===== config.mk =====
export PLATFORM = sky130hd
export DESIGN_NAME = bsl_boot_strap_latch
export DESIGN_NICKNAME = d
export VERILOG_FILES = /design/src/common/bsl_pkg.sv /design/src/hw/bsl_pad_pull.sv /design/src/hw/bsl_boot_decode.sv /design/src/hw/bsl_boot_strap_latch.sv
export SDC_FILE = /design/constraint.sdc
export NUM_CORES = 1
export LEC_CHECK = 0
export BUFFER_PORTS_ARGS = -buffer_cell sky130_fd_sc_hd__buf_4
export CORE_UTILIZATION = 46
export CTS_CLUSTER_SIZE = 30
export DETAILED_ROUTE_END_ITERATION = 10
export MAX_ROUTING_LAYER = met4
export PLACE_DENSITY = 0.82
export SETUP_SLACK_MARGIN = 0.1
export SLEW_MARGIN = 20
export SYNTH_ARGS = -nofsm -noshare
export SYNTH_HDL_FRONTEND = slang
export SYNTH_SLANG_ARGS = --single-unit

===== constraint.sdc =====
create_clock -name clock -period 2.3 [get_ports clock]
set_input_delay 0.115 -clock clock [delete_from_list [all_inputs] [get_ports clock]]
set_output_delay 0.115 -clock clock [all_outputs]
set_load 0.05 [all_outputs]

===== src/common/bsl_pkg.sv =====
// package of constants and types for the boot strap latch
package bsl_pkg;

    // ************************************************************
    // strap vector layout
    // ************************************************************
    localparam int STRAP_W = 3;
    localparam int STRAP_A_POS = 0;
    localparam int STRAP_B_POS = 1;
    localparam int STRAP_C_POS = 2;
    localparam logic [2:0] STRAP_RESET_VAL = 3'h4; // pin c pulled up, others low

    // ************************************************************
    // reset cause vector layout
    // ************************************************************
    localparam int CAUSE_W = 5;
    localparam int CAUSE_POR_POS = 0;
    localparam int CAUSE_RTC_WDT_POS = 1;
    localparam int CAUSE_BROWNOUT_POS = 2;
    localparam int CAUSE_SUPER_WDT_POS = 3;
    localparam int CAUSE_XTAL_GLITCH_POS = 4;

    // ************************************************************
    // print select fuse values
    // ************************************************************
    localparam logic [1:0] PRINT_SEL_ALWAYS = 2'h0;
    localparam logic [1:0] PRINT_SEL_B_LOW = 2'h1;
    localparam logic [1:0] PRINT_SEL_B_HIGH = 2'h2;
    localparam logic [1:0] PRINT_SEL_NEVER = 2'h3;

    // ************************************************************
    // boot modes
    // ************************************************************
    typedef enum logic [1:0] {
        BSL_BOOT_NONE = 2'h0,
        BSL_BOOT_FLASH = 2'h1,
        BSL_BOOT_DOWNLOAD = 2'h3,
        BSL_BOOT_INVALID = 2'h2
    } bsl_boot_t;

    // ************************************************************
    // capture sequencer states, gray coded
    // ************************************************************
    typedef enum logic [1:0] {
        BSL_ST_IDLE = 2'h0,
        BSL_ST_SAMPLE = 2'h1,
        BSL_ST_HELD = 2'h3
    } bsl_state_t;

endpackage


===== src/hw/bsl_pad_pull.sv =====
// weak internal pull resolution for the three strap pads
`timescale 1ns/10ps
module bsl_pad_pull (
    input wire logic [2:0] pad_in,
    input wire logic [2:0] pad_oe,
    input wire logic [2:0] pad_out,
    input wire logic [2:0] pad_driven,
    output logic [2:0] pad_level
);
    // ************************************************************
    // per pad level
    // ************************************************************
    // an undriven pad settles at its pull level, pin c pulls high
    genvar i;
    for (i = 0; i < bsl_pkg::STRAP_W; i++) begin : g_pad
        always_comb begin
            if (pad_oe[i]) begin
                pad_level[i] = pad_out[i];
            end else if (pad_driven[i]) begin
                pad_level[i] = pad_in[i];
            end else begin
                pad_level[i] = bsl_pkg::STRAP_RESET_VAL[i];
            end
        end
    end
endmodule


===== src/hw/bsl_boot_decode.sv =====
// boot mode and print enable decoder
`timescale 1ns/10ps
module bsl_boot_decode (
    input wire logic [2:0] strap,
    input wire logic [1:0] print_sel,
    output bsl_pkg::bsl_boot_t boot_mode,
    output logic print_en,
    output logic invalid
);
    logic pin_a;
    logic pin_b;
    logic pin_c;
    assign pin_a = strap[bsl_pkg::STRAP_A_POS];
    assign pin_b = strap[bsl_pkg::STRAP_B_POS];
    assign pin_c = strap[bsl_pkg::STRAP_C_POS];

    // ************************************************************
    // boot mode
    // ************************************************************
    // the b low, c low combination is flagged rather than guessed
    always_comb begin
        invalid = !pin_b && !pin_c;
        if (invalid) begin
            boot_mode = bsl_pkg::BSL_BOOT_INVALID;
        end else if (pin_a && pin_c) begin
            boot_mode = bsl_pkg::BSL_BOOT_FLASH;
        end else if (pin_a && pin_b && !pin_c) begin
            boot_mode = bsl_pkg::BSL_BOOT_DOWNLOAD;
        end else begin
            boot_mode = bsl_pkg::BSL_BOOT_NONE;
        end
    end

    // ************************************************************
    // print enable
    // ************************************************************
    always_comb begin
        case (print_sel)
            bsl_pkg::PRINT_SEL_ALWAYS: print_en = 1'b1;
            bsl_pkg::PRINT_SEL_B_LOW: print_en = !pin_b;
            bsl_pkg::PRINT_SEL_B_HIGH: print_en = pin_b;
            default: print_en = 1'b0;
        endcase
    end
endmodule


===== src/hw/bsl_boot_strap_latch.sv =====
// boot strap latch top: captures strap pins on system reset release
`timescale 1ns/10ps
module bsl_boot_strap_latch (
    input wire logic clock,
    input wire logic rst,
    input wire logic [4:0] reset_cause,
    input wire logic [1:0] print_select_fuse,
    input wire logic strap_pin_a_in,
    input wire logic strap_pin_b_in,
    input wire logic strap_pin_c_in,
    input wire logic [2:0] strap_pad_driven,
    input wire logic [2:0] func_out,
    input wire logic [2:0] func_oe,
    output logic strap_pin_a_out,
    output logic strap_pin_b_out,
    output logic strap_pin_c_out,
    output logic strap_pin_a_oe,
    output logic strap_pin_b_oe,
    output logic strap_pin_c_oe,
    output logic [2:0] func_in,
    output logic [2:0] strap_status_register,
    output logic [1:0] boot_mode,
    output logic boot_print_en,
    output logic strap_invalid,
    output logic strap_valid
);
    // ************************************************************
    // declarations
    // ************************************************************
    bsl_pkg::bsl_state_t state_ff;
    bsl_pkg::bsl_state_t nxt_state;
    logic [2:0] strap_ff;
    logic [2:0] pad_level;
    logic [2:0] pad_oe_ff;
    logic [2:0] pad_out_ff;
    logic [2:0] func_in_ff;
    logic [1:0] boot_mode_ff;
    logic print_en_ff;
    logic invalid_ff;
    logic valid_ff;
    logic sys_cause;
    logic pin_mode_ff;
    bsl_pkg::bsl_boot_t dec_mode;
    logic dec_print;
    logic dec_invalid;

    // any of the system reset causes asks for a fresh capture
    assign sys_cause = |reset_cause;

    // ************************************************************
    // pad level with weak pulls
    // ************************************************************
    bsl_pad_pull u_pull (
        .pad_in({strap_pin_c_in, strap_pin_b_in, strap_pin_a_in}),
        .pad_oe(pad_oe_ff),
        .pad_out(pad_out_ff),
        .pad_driven(strap_pad_driven),
        .pad_level(pad_level)
    );

    // ************************************************************
    // capture sequencer
    // ************************************************************
    // sample waits in reset, takes the pins once on release, then holds
    always_comb begin
        nxt_state = state_ff;
        case (state_ff)
            bsl_pkg::BSL_ST_IDLE: nxt_state = bsl_pkg::BSL_ST_SAMPLE;
            bsl_pkg::BSL_ST_SAMPLE: nxt_state = bsl_pkg::BSL_ST_HELD;
            bsl_pkg::BSL_ST_HELD: begin
                if (sys_cause) begin
                    nxt_state = bsl_pkg::BSL_ST_SAMPLE;
                end
            end
            default: nxt_state = bsl_pkg::BSL_ST_IDLE;
        endcase
    end

    // state register, asynchronous reset is the power-on system reset
    always_ff @(posedge clock or posedge rst) begin
        if (rst) begin
            state_ff <= bsl_pkg::BSL_ST_IDLE;
        end else begin
            state_ff <= nxt_state;
        end
    end

    // ************************************************************
    // strap latches
    // ************************************************************
    // only the sample state writes; non-system resets leave the bits
    always_ff @(posedge clock or posedge rst) begin
        if (rst) begin
            strap_ff <= bsl_pkg::STRAP_RESET_VAL;
        end else if (state_ff == bsl_pkg::BSL_ST_SAMPLE) begin
            strap_ff <= pad_level;
        end
    end

    // pins are strap inputs until the latches hold
    always_ff @(posedge clock or posedge rst) begin
        if (rst) begin
            pin_mode_ff <= 1'b0;
        end else begin
            pin_mode_ff <= (nxt_state == bsl_pkg::BSL_ST_HELD);
        end
    end

    // ************************************************************
    // pad drive
    // ************************************************************
    // strap duty keeps the pads undriven, later the function logic owns them
    always_ff @(posedge clock or posedge rst) begin
        if (rst) begin
            pad_oe_ff <= 3'h0;
            pad_out_ff <= 3'h0;
        end else if (nxt_state == bsl_pkg::BSL_ST_HELD) begin
            pad_oe_ff <= func_oe;
            pad_out_ff <= func_out;
        end else begin
            pad_oe_ff <= 3'h0;
            pad_out_ff <= 3'h0;
        end
    end

    // function input path follows the pad in normal use
    always_ff @(posedge clock or posedge rst) begin
        if (rst) begin
            func_in_ff <= 3'h0;
        end else if (pin_mode_ff) begin
            func_in_ff <= pad_level;
        end else begin
            func_in_ff <= 3'h0;
        end
    end

    // ************************************************************
    // decode of latched straps
    // ************************************************************
    bsl_boot_decode u_dec (
        .strap(strap_ff),
        .print_sel(print_select_fuse),
        .boot_mode(dec_mode),
        .print_en(dec_print),
        .invalid(dec_invalid)
    );

    // registered decode outputs
    always_ff @(posedge clock or posedge rst) begin
        if (rst) begin
            boot_mode_ff <= bsl_pkg::BSL_BOOT_NONE;
            print_en_ff <= 1'b0;
            invalid_ff <= 1'b0;
        end else begin
            boot_mode_ff <= dec_mode;
            print_en_ff <= dec_print && (dec_mode == bsl_pkg::BSL_BOOT_FLASH);
            invalid_ff <= dec_invalid && pin_mode_ff;
        end
    end

    // valid once a capture has been taken and decoded
    always_ff @(posedge clock or posedge rst) begin
        if (rst) begin
            valid_ff <= 1'b0;
        end else begin
            valid_ff <= pin_mode_ff;
        end
    end

    // ************************************************************
    // outputs
    // ************************************************************
    assign strap_status_register = strap_ff;
    assign strap_pin_a_out = pad_out_ff[bsl_pkg::STRAP_A_POS];
    assign strap_pin_b_out = pad_out_ff[bsl_pkg::STRAP_B_POS];
    assign strap_pin_c_out = pad_out_ff[bsl_pkg::STRAP_C_POS];
    assign strap_pin_a_oe = pad_oe_ff[bsl_pkg::STRAP_A_POS];
    assign strap_pin_b_oe = pad_oe_ff[bsl_pkg::STRAP_B_POS];
    assign strap_pin_c_oe = pad_oe_ff[bsl_pkg::STRAP_C_POS];
    assign func_in = func_in_ff;
    assign boot_mode = boot_mode_ff;
    assign boot_print_en = print_en_ff;
    assign strap_invalid = invalid_ff;
    assign strap_valid = valid_ff;
endmodule


==> results of run 1 <==
## power groups by stage
stage	Sequential, mW	Clock (mW)	Combinational, mW
floorplan	0.655	0	0.0829
global placement	0.461	0	0.408
detailed placement	0.465	0	0.415
CTS	0.457	0.205	0.417
global route	0.465	0.218	0.433
finish	0.457	0.197	0.413
## worst max-delay path by stage
stage	endpoint	slack [ps]	cells after the start
floorplan	pad_oe_ff[0]$_DFF_PP0_	1020	3
global placement	pad_out_ff[0]$_DFF_PP0_	1000	3
detailed placement	pad_out_ff[0]$_DFF_PP0_	950	3
CTS	pad_out_ff[0]$_DFF_PP0_	920	3
global route	pad_out_ff[0]$_DFF_PP0_	860	3
finish	pad_out_ff[0]$_DFF_PP0_	940	3
## metrics by stage
step                      setup WS (ps)  power (mW)   util
final                               943        1.07  0.718
after global routing                860        1.12  0.718
after detailed placement            950       0.879  0.688
after floorplan                    1020       0.738      -
after global placement              999       0.868  0.688
after CTS                           922        1.08  0.718
## registers in the layout, indices dropped and copies added, names as in the netlist
name,flops
pin_mode_ff,1
strap_invalid,1
pad_out_ff,3
strap_valid,1
boot_mode,2
func_in,3
pad_oe_ff,3
state_ff,2
boot_print_en,1
strap_status_register,3
## cells in the final DEF, fill, tap and decap left out
master	n
sky130_fd_sc_hd__buf_4	37
sky130_fd_sc_hd__dfrtp_1	19
sky130_fd_sc_hd__nor2b_2	6
sky130_fd_sc_hd__inv_1	4
sky130_fd_sc_hd__a21oi_1	3
sky130_fd_sc_hd__nor2b_1	3
sky130_fd_sc_hd__nand2_1	3
sky130_fd_sc_hd__clkbuf_4	3
sky130_fd_sc_hd__nor2_1	2
sky130_fd_sc_hd__nand2b_1	2
sky130_fd_sc_hd__and3b_1	2
sky130_fd_sc_hd__nor3b_1	2
sky130_fd_sc_hd__o21ai_0	2
sky130_fd_sc_hd__or4b_4	1
sky130_fd_sc_hd__o31a_4	1
sky130_fd_sc_hd__mux2i_1	1
sky130_fd_sc_hd__and3_1	1
sky130_fd_sc_hd__and2_1	1
sky130_fd_sc_hd__o31ai_1	1
sky130_fd_sc_hd__clkbuf_8	1
sky130_fd_sc_hd__dlygate4sd3_1	1
sky130_fd_sc_hd__dfstp_2	1
## cell type report
cell class              instances  area [sq um]
clock buffers                   4          36.3
fillers                       113           424
inverters                       4          15.0
multi-input cells              31           221
flip-flops and latches         20           502
well taps                      16          20.0
repair buffers                 38           288
## kinds of logic (layout without fill, tap and decap cells)
family / count (synthesis) / in the layout / share of synthesized area
muxes: 1 / 1 / 0.0136
DFF: 20 / 20 / 0.680
buffers and inverters: 4 / 46 / 0.0203
and+or+nand+nor: 23 / 23 / 0.219
AOI/OAI and AO/OA: 7 / 7 / 0.0678
## per-layer routing
| metal | global-route usage | up-vias |
|---|---|---|
| met3 | 0.0345 | 4 |
| li1 | - | 264 |
| met1 | 0.189 | 260 |
| met5 | - | - |
| met2 | 0.356 | 32 |
| met4 | 0.0750 | 0 |
## what timing repair did
| action | 4_1_cts | 5_1_grt |
|---|---|---|
| hold buffers | 1 | 0 |
| hold endpoints to repair | 19 | 0 |
| endpoints found under the setup margin | 0 | 0 |
==> run summary, run 1 <==
The number of search-and-repair iterations in the first detailed-routing pass came out at 7. The flow ran to the end, but the final reports show violations. The worst hold path begins at func_oe[2].

The number of stages on the worst hold path is 2. The I/O pin count came out at 38. The clock tree from TritonCTS is done.

The cell area reported after detailed placement is just over 1000 sq um. The startpoint of the worst setup timing path is state_ff[0]$_DFF_PP0_. For the pin with the worst max-slew slack, the measured transition is 715 ps. The later pin in the worst-skew pair is clocked with a latency of a little under 300 ps. 0 antenna diodes ended up in the layout. After the first detailed-routing iteration, the DRC count stood at 12. The initial standard-cell utilization of the core came out at 0.490. Setup slack on the worst reg-to-reg path comes out at between 900 and 1000 ps. After clock tree synthesis, the setup repair step added 0 buffers. Synthesis produced 55 cells. The CTS buffer count is 3. The half-perimeter wire length after placement is around 1.1 mm. The clock tree skew after final layout is between 6 and 7 ps.

The number of clock sinks seen by CTS is 20. The aggregate negative setup slack is 0 ps. The total instance count after detailed placement is around 110.

The final setup violation count came out at 0. The smallest hold slack is roughly 27 ps. The final design area excluding fillers is 1080 sq um. Yosys mapped a number of flops with a built-in enable equal to 0. Internal power comes to around 0.65 mW.

For this design the total switching power over the nets is between 0.4 and 0.5 mW. The clock root buffer master is sky130_fd_sc_hd__clkbuf_4. The switching fraction of total power is 0.390. The core region is about 1500 sq um.

The maximum clock path buffer count is 2. The endpoint of the worst hold-timing path is pad_oe_ff[2]$_DFF_PP0_. Measured along the x axis, the die boundary spans about 42 microns. The biggest area contributor in the post-synthesis netlist is sky130_fd_sc_hd__dfrtp_1. The launching point of the worst reg2reg path is state_ff[0]$_DFF_PP0_.

The number of antenna violations at the first check in global routing is 0. For this design the static power due to leakage is 0.567 nW. The cell count of the worst reg-to-reg path came out at 3. The final weighted congestion in routability-driven placement came out at between 0.7 and 0.8.

In the final routed layout, each cell accounts on average for around 13 microns. For this run, the register share of the synthesized area comes to 0.680. The sequential fraction of design power came out at 0.428.

The worst hold path belongs to the class in2reg. The number of hold violations in the final report is 0. The count of buffers inserted at the top-level ports is 37. The final reports fail on design-rule violations.

Summed over all nets, wire length on met2 after detailed routing comes to about 800 microns. The detail route stage leaves a number of antenna-violating nets equal to 0. The combined area of all synthesized cells is between 700 and 800 sq um. The power per unit of standard cell area came out at 986 nW/um^2.

The count of unresolved DRC violations after routing is 1. The capturing element type of the critical path is a register. The total number of nets in the final design is 119.

The highest fanout seen on the critical path is 8. The worst setup path is launched from a register. The via count of the first global-routing pass is approximately 580.

After detailed routing, the total wire length is approximately 1.5 mm. The fraction of layout instances using a drive strength above 1 is 0.515. Sorting the synthesized cells by area gives the leading types as sky130_fd_sc_hd__dfrtp_1 64%, sky130_fd_sc_hd__nor2b_2 7.1%, sky130_fd_sc_hd__dfstp_2 3.6%. Synthesis instantiated 18 different standard cells from the library. The via density per instance came out at roughly 5. The clock share of power came out at 0.184. The total count of max-transition violations in the final report is 0. The share of the cycle needed by the critical path after routing came out at 0.590.

The data required time at the worst endpoint is 2530 ps. The worst setup path is of the reg2reg kind. For this run, the slowest stage of the critical path takes ~460 ps.

The remaining global-route overflow came out at 0. The wire length the detailed router placed on met1 is 556 microns. The worst pin sits at a relative slew slack of 0.523.

The most used flip-flop cell after synthesis is sky130_fd_sc_hd__dfrtp_1. The final instance count without filler cells is roughly 110. Ranked by instance count, the synthesized netlist is headed by 19 x sky130_fd_sc_hd__dfrtp_1, 6 x sky130_fd_sc_hd__nor2b_2, 4 x sky130_fd_sc_hd__inv_1. The largest individual stage delay along the critical path comes from the cell sky130_fd_sc_hd__or4b_4. The data arrival time of the critical path is between 1500 and 2000 ps. After layout, the minimum clock period comes to about 1400 ps. The share of Yosys cell area claimed by the top area cell type is 0.644. The net count after synthesis is 76. The per-instance average area after synthesis is roughly 13 sq um. The async set-or-reset flop fraction in the synthesized netlist is 1.00. The maximum vdd drop is ~0.63 mV. Summed over all nets, wire length on met3 after detailed routing comes to around 110 microns. The vertical extent of the die came out at between 40 and 50 microns.

In the global route stage, overall resource usage came out at 0.188. The signed area change from the synthesized netlist to the final layout is 46.6%. The combinational fraction of design power came out at 0.387. The number of rows in the core area is 14. The buffer and inverter count on the worst path came out at 0.

The flop and latch count out of synthesis is 20. The count of instances resized after the clock tree is built is 0. The critical register-to-register path endpoint is pad_out_ff[0]$_DFF_PP0_.

Yosys instantiated no cell more often than sky130_fd_sc_hd__dfrtp_1. Entering global routing, the biggest net connects 21 pins. In this design, the largest share of critical-path delay is due to simple AND/OR/NAND/NOR gates.

The routed layout has 560 vias. The clock transition time at the flip-flop clock pins of the worst setup and hold paths is ~110 ps. The total number of yosys warnings came out at 0.

Setup repair after global routing left no endpoint under its margin. The overall die area is around 1800 sq um. The maximum clock frequency came out at 0.737 GHz. The top routing layer in use is met4. The signal on the critical path passes through or4b_4 -> o31a_4 -> nor2b_2.

In this run the number of H-tree levels came out at 1. The first global-routing pass estimated ~2.3 mm of wire. The number of max-cap violations came out at 0.
(Power assumes the default switching activity.)
==> run 2: changes to the inputs <==
ABC_AREA = 1   (was not set)
CORE_UTILIZATION = 39   (was 46)
PLACE_DENSITY = 0.73   (was 0.82)
clock period = 1.2 ns   (was 2.3 ns; I/O delays follow)
==> run 2 against run 1 <==
Net effect:
- the flow now finishes without violations
- synthesized cell count increased by 36%
- synthesized area increased by 7.6%
- clock skew decreased by 2.2 ps
- largest cell class unchanged
- highest routed layer is now met3
==> run summary, run 2 <==
The run finished with clean final reports. The buffer and inverter count on the worst path came out at 1 (+1). The slowest stage of the critical path is the sky130_fd_sc_hd__dfstp_2 cell. The number of stages on the worst hold path came to 3 (+1). The total number of H-tree levels was 1 (unchanged). The total count of max-transition violations in the final report is 0 (unchanged). The via count of the first global-routing pass is 608 (+4.1%). The number of antenna violations at the first check in global routing is 0 (unchanged). The final weighted congestion in routability-driven placement came out at 0.729 (-0.55%). The count of inserted antenna diode cells is 0 (unchanged). The count of cell types in the netlist came to 17 (-1). The routed wire length is 1.60 mm (+9.1%). The per-cell routed wire length came out at 10.5 microns (-19%). The clock period minus final worst setup slack is between 1000 and 1500 ps.

The overall die area is 2220 sq um (+26%). The count of unresolved DRC violations after routing is 0 (-1). The horizontal die dimension came out at 47.1 microns (+12%).

Relative to the synthesized area, the layout overhead comes to 57.3%. For this run, the leading register cell type out of synthesis is sky130_fd_sc_hd__dfrtp_1. After synthesis, the most frequently instantiated cells are 19 x sky130_fd_sc_hd__dfrtp_1, 13 x sky130_fd_sc_hd__inv_1, 13 x sky130_fd_sc_hd__nand2_1. The net count after synthesis is 96 (+26%). The worst hold path belongs to the class in2reg. The maximum clock frequency came out at roughly 0.94 GHz. The number of max-cap violations came out at 0 (unchanged). The count of buffers inserted at the top-level ports came out at 37 (unchanged). In the layout the commonest cells are 38 x sky130_fd_sc_hd__buf_4, 18 x sky130_fd_sc_hd__dfrtp_1, 13 x sky130_fd_sc_hd__inv_1, 13 x sky130_fd_sc_hd__nand2_1, 9 x sky130_fd_sc_hd__dlygate4sd3_1.

The clock root buffer master is sky130_fd_sc_hd__clkbuf_4. The vertical extent of the die is 47.1 microns (+12%). The total track usage is 0.176 (-0.0127). The share of Yosys cell area claimed by the top area cell type is 0.598 (-0.0456). The cell count of the worst reg-to-reg path came out at 3 (unchanged). The data required time at the worst endpoint is 1140 ps (-1390 ps). The clock tree skew after final layout is 4.79 ps (-2.16 ps). The flop and latch count out of synthesis was 20 (unchanged). The aggregate negative setup slack is 0 ps (unchanged). The async set-or-reset flop fraction in the synthesized netlist came out at 1.00 (unchanged). The maximum clock path buffer count came to 2 (unchanged).

The wire length of the first global-routing pass came out at 2.49 mm (+7.1%). The floorplan core area came out at 1820 sq um (+21%). The total number of yosys warnings came out at 0 (unchanged). The via density per instance came out at 4.40 (-11%).

The vias after detailed routing came out at 669 (+19%). The most numerous cell in the Yosys netlist is sky130_fd_sc_hd__dfrtp_1. The number of antenna-violating nets in the routed design is 0 (unchanged). The clock transition time at the flip-flop clock pins of the worst setup and hold paths was 110 ps (about the same). The total number of nets in the final design was 149 (+25%). The maximum vdd drop was 0.868 mV (+38%). Setup repair after global routing left no endpoint under its margin. By startpoint and endpoint, the worst setup path is classified as reg2out. The clock latency on the worst-skew pair came out at 290 ps (about the same). The share of the yosys chip area belonging to registers is 0.631 (-0.0482). The setup slack after layout came out at 140 ps (-802 ps). The static leakage is 0.656 nW (+16%). After synthesis, the cell types taking the most area are sky130_fd_sc_hd__dfrtp_1 60%, sky130_fd_sc_hd__a21oi_2 6.6%, sky130_fd_sc_hd__inv_1 6.1%. The number of rows in the core area is 15 (+1). The fraction of layout instances using a drive strength above 1 is 0.457 (-0.0588). The endpoint of the worst hold-timing path is func_in[1]$_DFF_PP0_. Walking the worst path, the cells encountered are buf_6. The number of search-and-repair iterations in the first detailed-routing pass came out at 3 (-4). The largest incremental delay on the critical path came out at 560 ps (+100 ps). The data arrival time of the critical path came out at 1000 ps (-580 ps). The highest fanout seen on the critical path is 2 (-6). Of all cell types, the one taking the most synthesized area is sky130_fd_sc_hd__dfrtp_1.

The worst register-to-register path begins at strap_status_register[2]$_DFFE_PP1N_. The initial standard-cell utilization of the core is 0.436 (-0.0536). The combined area of all synthesized cells came to 795 sq um (+7.6%). The CTS buffer count came to 3 (unchanged). The per-instance average area after synthesis came out at 10.6 sq um (-21%). The final setup violation count came out at 0 (unchanged). The number of hold violations in the final report was 0 (unchanged). The worst hold path begins at strap_pad_driven[1]. The capturing element type of the critical path is a primary output. The library cell used most frequently in the layout, excluding fill and tap cells, is sky130_fd_sc_hd__buf_4.

TritonCTS built the clock tree. The reg2reg setup slack is 270 ps (-670 ps). The endpoint identified for the worst register-to-register timing path is boot_print_en$_DFF_PP0_.

The smallest hold slack is 59.3 ps (+32.0 ps). The share of the cycle needed by the critical path after routing is 0.883. The remaining global-route overflow came out at 0 (unchanged). The max-slew headroom at the worst pin was 0.668 (+0.145).

Grouping stages by cell kind, the critical path spends the most delay in flip-flops. The number of filler cells placed in the layout is 146 (+29%). STA classifies the critical path startpoint as a register.

The I/O pin count came to 38 (unchanged). The slew at the pin closest to its max-slew limit came out at 497 ps (-217 ps). The half-perimeter wire length after placement came out at 1.16 mm (+3.5%). The cell count after synthesis came out at 75 (+36%). The setup slack at placement came to 317 ps (-633 ps).

The iteration-0 DRC count of the detailed router came to 2 (-10). The pin count of the biggest net entering global routing came out at 14 (-33%). The number of clock sinks seen by CTS came out at 20 (unchanged). The power per unit of standard cell area is 1700 nW/um^2 (+73%). The number of synthesized flops with an enable pin is 0 (unchanged).
[run 2: cell count changes after synthesis, moves of 2 or more]
| cell | before | now |
|---|---|---|
| sky130_fd_sc_hd__inv_1 | 4 | 13 |
| sky130_fd_sc_hd__nor2_4 | 0 | 2 |
| sky130_fd_sc_hd__nor2b_2 | 6 | 0 |
| sky130_fd_sc_hd__nand2_1 | 3 | 13 |
| sky130_fd_sc_hd__nor3b_1 | 2 | 0 |
| sky130_fd_sc_hd__nand3_1 | 0 | 4 |
| sky130_fd_sc_hd__nand2b_1 | 2 | 0 |
| sky130_fd_sc_hd__nor2_2 | 0 | 2 |
| sky130_fd_sc_hd__nor2b_1 | 3 | 0 |
| sky130_fd_sc_hd__and3b_1 | 2 | 0 |
| sky130_fd_sc_hd__a21oi_2 | 0 | 6 |
[run 2: what timing repair did]
action | CTS | global route
setup endpoints to repair | 1 | 0
endpoints found under the hold margin | 18 | 1
hold buffers | 8 | 1
resized for setup | 1 | 0
setup buffers | 1 | 0
[run 2: per-stage QoR]
step	cells	total power, mW	area [sq um]	util
after floorplan	75	1.44	796	-
after global placement	138	1.71	1110	0.611
after detailed placement	138	1.72	1110	0.611
after CTS	151	2.14	1240	0.681
after global routing	152	2.24	1250	0.687
final	152	2.13	1250	0.687
[run 2: cell families (layout without fill, tap and decap cells)]
logic type             Yosys count  in the layout  synth area share
flip-flops                      20             20             0.632
buffers and inverters           15             67            0.0740
AO/OA/AOI/OAI                   12             12             0.104
AND/OR/NAND/NOR                 28             28             0.191
[run 2: worst reg2reg max path, stage by stage, from the launching register on]
cell	delay, ps
sky130_fd_sc_hd__dfstp_2	560
sky130_fd_sc_hd__buf_4	130
sky130_fd_sc_hd__nand3_1	70
sky130_fd_sc_hd__a21oi_1	110
[run 2: report_power, final]
part	internal [mW]	switching [mW]	total (mW)
registers	0.801	0.0684	0.869
clock network	0.185	0.196	0.381
logic	0.295	0.582	0.877
total	1.28	0.847	2.13
[run 2: how the worst max path moves through the flow]
stage / slack [ps] / to / cells past startpoint / startpoint
after floorplan: 140 / strap_status_register[0]$_DFFE_PP0N_ / 5 / pad_oe_ff[0]$_DFF_PP0_
after global placement: 340 / pad_oe_ff[2]$_DFF_PP0_ / 3 / state_ff[1]$_DFF_PP0_
after CTS: 130 / strap_status_register[2] / 1 / strap_status_register[2]$_DFFE_PP1N_
after global routing: 110 / strap_status_register[2] / 1 / strap_status_register[2]$_DFFE_PP1N_
final: 140 / strap_status_register[2] / 1 / strap_status_register[2]$_DFFE_PP1N_
after detailed placement: 320 / pad_out_ff[2]$_DFF_PP0_ / 3 / state_ff[1]$_DFF_PP0_
[run 2: area by class of cell]
class	count	area [sq um]	area share
Inverter	15	58.8	0.0470
Sequential cell	20	503	0.402
Clock buffer	4	36.3	0.0290
Multi-Input combinational cell	40	234	0.187
Timing Repair Buffer	48	387	0.309
Tap cell	25	31.3	0.0250
[run 2: metal layers]
metal,vias up,share of wire,track usage
li1,337,-,-
met1,301,0.42,0.190
met2,31,0.52,0.311
met3,0,0.055,0.0385
met4,0,0,0.0686
met5,-,0,-
==> run 3: changes to the inputs <==
CORE_UTILIZATION = 44   (was 39)
PLACE_DENSITY = 0.78   (was 0.73)
clock period = 1.1 ns   (was 1.2 ns; I/O delays follow)
==> run 3 against run 2 <==
Net effect:
- combinational power increased by 14%
- die area decreased by 11%
- worst setup slack got worse by 94 ps
- first-iteration DRC count increased to 4.5 times the previous value
- clock power decreased by 6.6%
- wire length decreased by 2.8%
- via count increased by 1.8%
- critical path depth unchanged
- non-clock buffer count increased by 1
- count of clock-buffer cells in the layout unchanged
- sequential cell count unchanged
- final cell count unchanged
==> run summary, run 3 (synthesis gave the netlist of run 2 again) <==
The power per unit of standard cell area is 1820 nW/um^2 (+6.9%). The total number of nets in the final design is 150 (+0.67%). The share of the cycle needed by the critical path after routing is 0.958. The clock period minus final worst setup slack is about 1100 ps. The min-delay analysis places its worst path in the category in2reg.

The smallest hold slack is 44.7 ps (-14.6 ps). STA classifies the critical path startpoint as a register. The maximum clock path buffer count is 2 (unchanged).

The signed area change from the synthesized netlist to the final layout came out at 59.2%. The number of antenna violations at the first check in global routing is 0 (unchanged). The number of rows in the core area is 14 (-1). The number of search-and-repair iterations in the first detailed-routing pass was 4 (+1). The buffer and inverter count on the worst path came out at 1 (unchanged). The total track usage was 0.194 (+0.0185). The class of the most critical setup path is reg2out. The number of max-cap violations is 0 (unchanged). The start point of the worst hold path is strap_pad_driven[0].

The library cell used most frequently in the layout, excluding fill and tap cells, is sky130_fd_sc_hd__buf_4. The remaining global-route overflow came out at 0 (unchanged). For hold timing, the worst endpoint is func_in[0]$_DFF_PP0_.

The data required time at the worst endpoint came out at 1040 ps (-100 ps). The fraction of layout instances using a drive strength above 1 came to 0.484 (+0.0277). The count of unresolved DRC violations after routing is 0 (unchanged). The cell count of the worst reg-to-reg path was 3 (unchanged). The run finished with clean final reports. The number of filler cells placed in the layout is 111 (-24%). The overall die area came out at 1980 sq um (-11%). The setup slack at placement came out at 203 ps (-114 ps). Walking the worst path, the cells encountered are buf_8. The launching point of the worst reg2reg path is strap_status_register[2]$_DFFE_PP1N_. The count of buffers inserted at the top-level ports came to 37 (unchanged). The clock transition time at the flip-flop clock pins of the worst setup and hold paths is 110 ps (about the same). The final setup violation count was 0 (unchanged). The per-cell routed wire length is 10.2 microns (-2.8%). The static leakage is 0.654 nW (-0.23%).

The kind of cell with the highest combined delay along the critical path is flip-flops. The maximum clock frequency is 0.949 GHz. The max-slew headroom at the worst pin is 0.839 (+0.171). The wire length of the first global-routing pass came out at 2.73 mm (+9.4%). The floorplan core area was 1590 sq um (-12%). The iteration-0 DRC count of the detailed router is 9 (+7).

The count of inserted antenna diode cells is 0 (unchanged). The number of antenna-violating nets in the routed design is 0 (unchanged). The clock root buffer master is sky130_fd_sc_hd__clkbuf_4. The slew at the pin closest to its max-slew limit came to 241 ps (-256 ps). The CTS buffer count is 3 (unchanged). The final instance count without filler cells came out at 152 (unchanged). The final weighted congestion in routability-driven placement came to 0.753 (+3.4%). The total count of max-transition violations in the final report is 0 (unchanged). The largest incremental delay on the critical path is 560 ps (about the same). The horizontal die dimension came out at 44.5 microns (-5.6%).

In the layout the commonest cells are 37 x sky130_fd_sc_hd__buf_4, 15 x sky130_fd_sc_hd__dfrtp_1, 13 x sky130_fd_sc_hd__inv_1, 13 x sky130_fd_sc_hd__nand2_1, 9 x sky130_fd_sc_hd__dlygate4sd3_1. The highest fanout seen on the critical path came out at 2 (unchanged). The reg2reg setup slack came out at 160 ps (-110 ps). The via density per instance came out at 4.48 (+1.8%). The initial standard-cell utilization of the core was 0.498 (+0.0620). STA classifies the critical path endpoint as a primary output.

The vias after detailed routing came out at 681 (+1.8%). The via count of the first global-routing pass is 711 (+17%). The aggregate negative setup slack came out at 0 ps (unchanged). The maximum vdd drop is 1.04 mV (+19%). The number of stages on the worst hold path came out at 3 (unchanged). TritonCTS built the clock tree.

The number of hold violations in the final report came out at 0 (unchanged). The half-perimeter wire length after placement came out at 1.08 mm (-7.2%). The data arrival time of the critical path is 1000 ps (about the same). The number of clock sinks seen by CTS came to 20 (unchanged).

The pin count of the biggest net entering global routing is 21 (+7). The vertical extent of the die is 44.5 microns (-5.6%). The final cell utilization of the core is 0.794 (+0.107). The I/O pin count is 38 (unchanged).

Setup repair after global routing could not meet its margin everywhere. The routed wire length was 1.55 mm (-2.8%). The setup slack after layout came out at 46.5 ps (-93.7 ps). The clock latency on the worst-skew pair came to 300 ps (about the same). The clock tree skew after final layout is 5.97 ps (+1.18 ps). The slowest stage of the critical path is the sky130_fd_sc_hd__dfstp_2 cell. The total instance count after detailed placement was 137 (-0.72%). The total number of H-tree levels came to 1 (unchanged). The critical register-to-register path endpoint is boot_print_en$_DFF_PP0_.
-- run 3: changes by cell type in the layout (fill, tap and decap cells not counted), sizes merged --
| cell | change |
|---|---|
| buf | +1 |
-- run 3: stage by stage --
stage / total power [mW] / cell area (sq um)
global route: 2.41 / 1260
CTS: 2.29 / 1250
finish: 2.30 / 1260
floorplan: 1.58 / 800
detailed placement: 1.87 / 1110
global placement: 1.86 / 1110
-- run 3: layout make-up --
type                    count  area, sq um  area share
multi-input cells          40          238       0.188
well taps                  24         30.0      0.0237
flip-flops and latches     20          507       0.401
inverters                  15         58.8      0.0465
clock buffers               4         26.3      0.0208
repair buffers             49          405       0.320
-- run 3: per-layer routing --
metal	global-route usage	wire [microns]	up-vias	share of wire
met4	0.0667	17	0	0.011
met5	-	0	-	0
li1	-	-	338	-
met3	0.0449	84	3	0.054
met2	0.350	816	30	0.53
met1	0.206	634	310	0.41
-- run 3: how the worst max path moves through the flow --
stage,cells after the start,slack [ps],to,start
global placement,3,240,pad_oe_ff[1]$_DFF_PP0_,state_ff[1]$_DFF_PP0_
detailed placement,3,200,pad_oe_ff[1]$_DFF_PP0_,state_ff[1]$_DFF_PP0_
global route,1,6,strap_status_register[2],strap_status_register[2]$_DFFE_PP1N_
finish,1,50,strap_status_register[2],strap_status_register[2]$_DFFE_PP1N_
CTS,1,40,strap_status_register[2],strap_status_register[2]$_DFFE_PP1N_
floorplan,2,100,strap_status_register[1]$_DFFE_PP0N_,strap_status_register[1]$_DFFE_PP0N_
-- run 3: timing repair --
item	CTS	global route
resized for setup	2	3
endpoints found under the hold margin	26	0
endpoints found under the setup margin	2	4
buffers inserted	2	0
hold buffers	9	0
-- run 3: power breakdown --
part | leakage (nW) | switching [mW] | internal, mW
Combinational | 0.396 | 0.651 | 0.350
Sequential | 0.243 | 0.0672 | 0.876
Clock | 0.0150 | 0.215 | 0.141
Total | 0.654 | 0.933 | 1.37
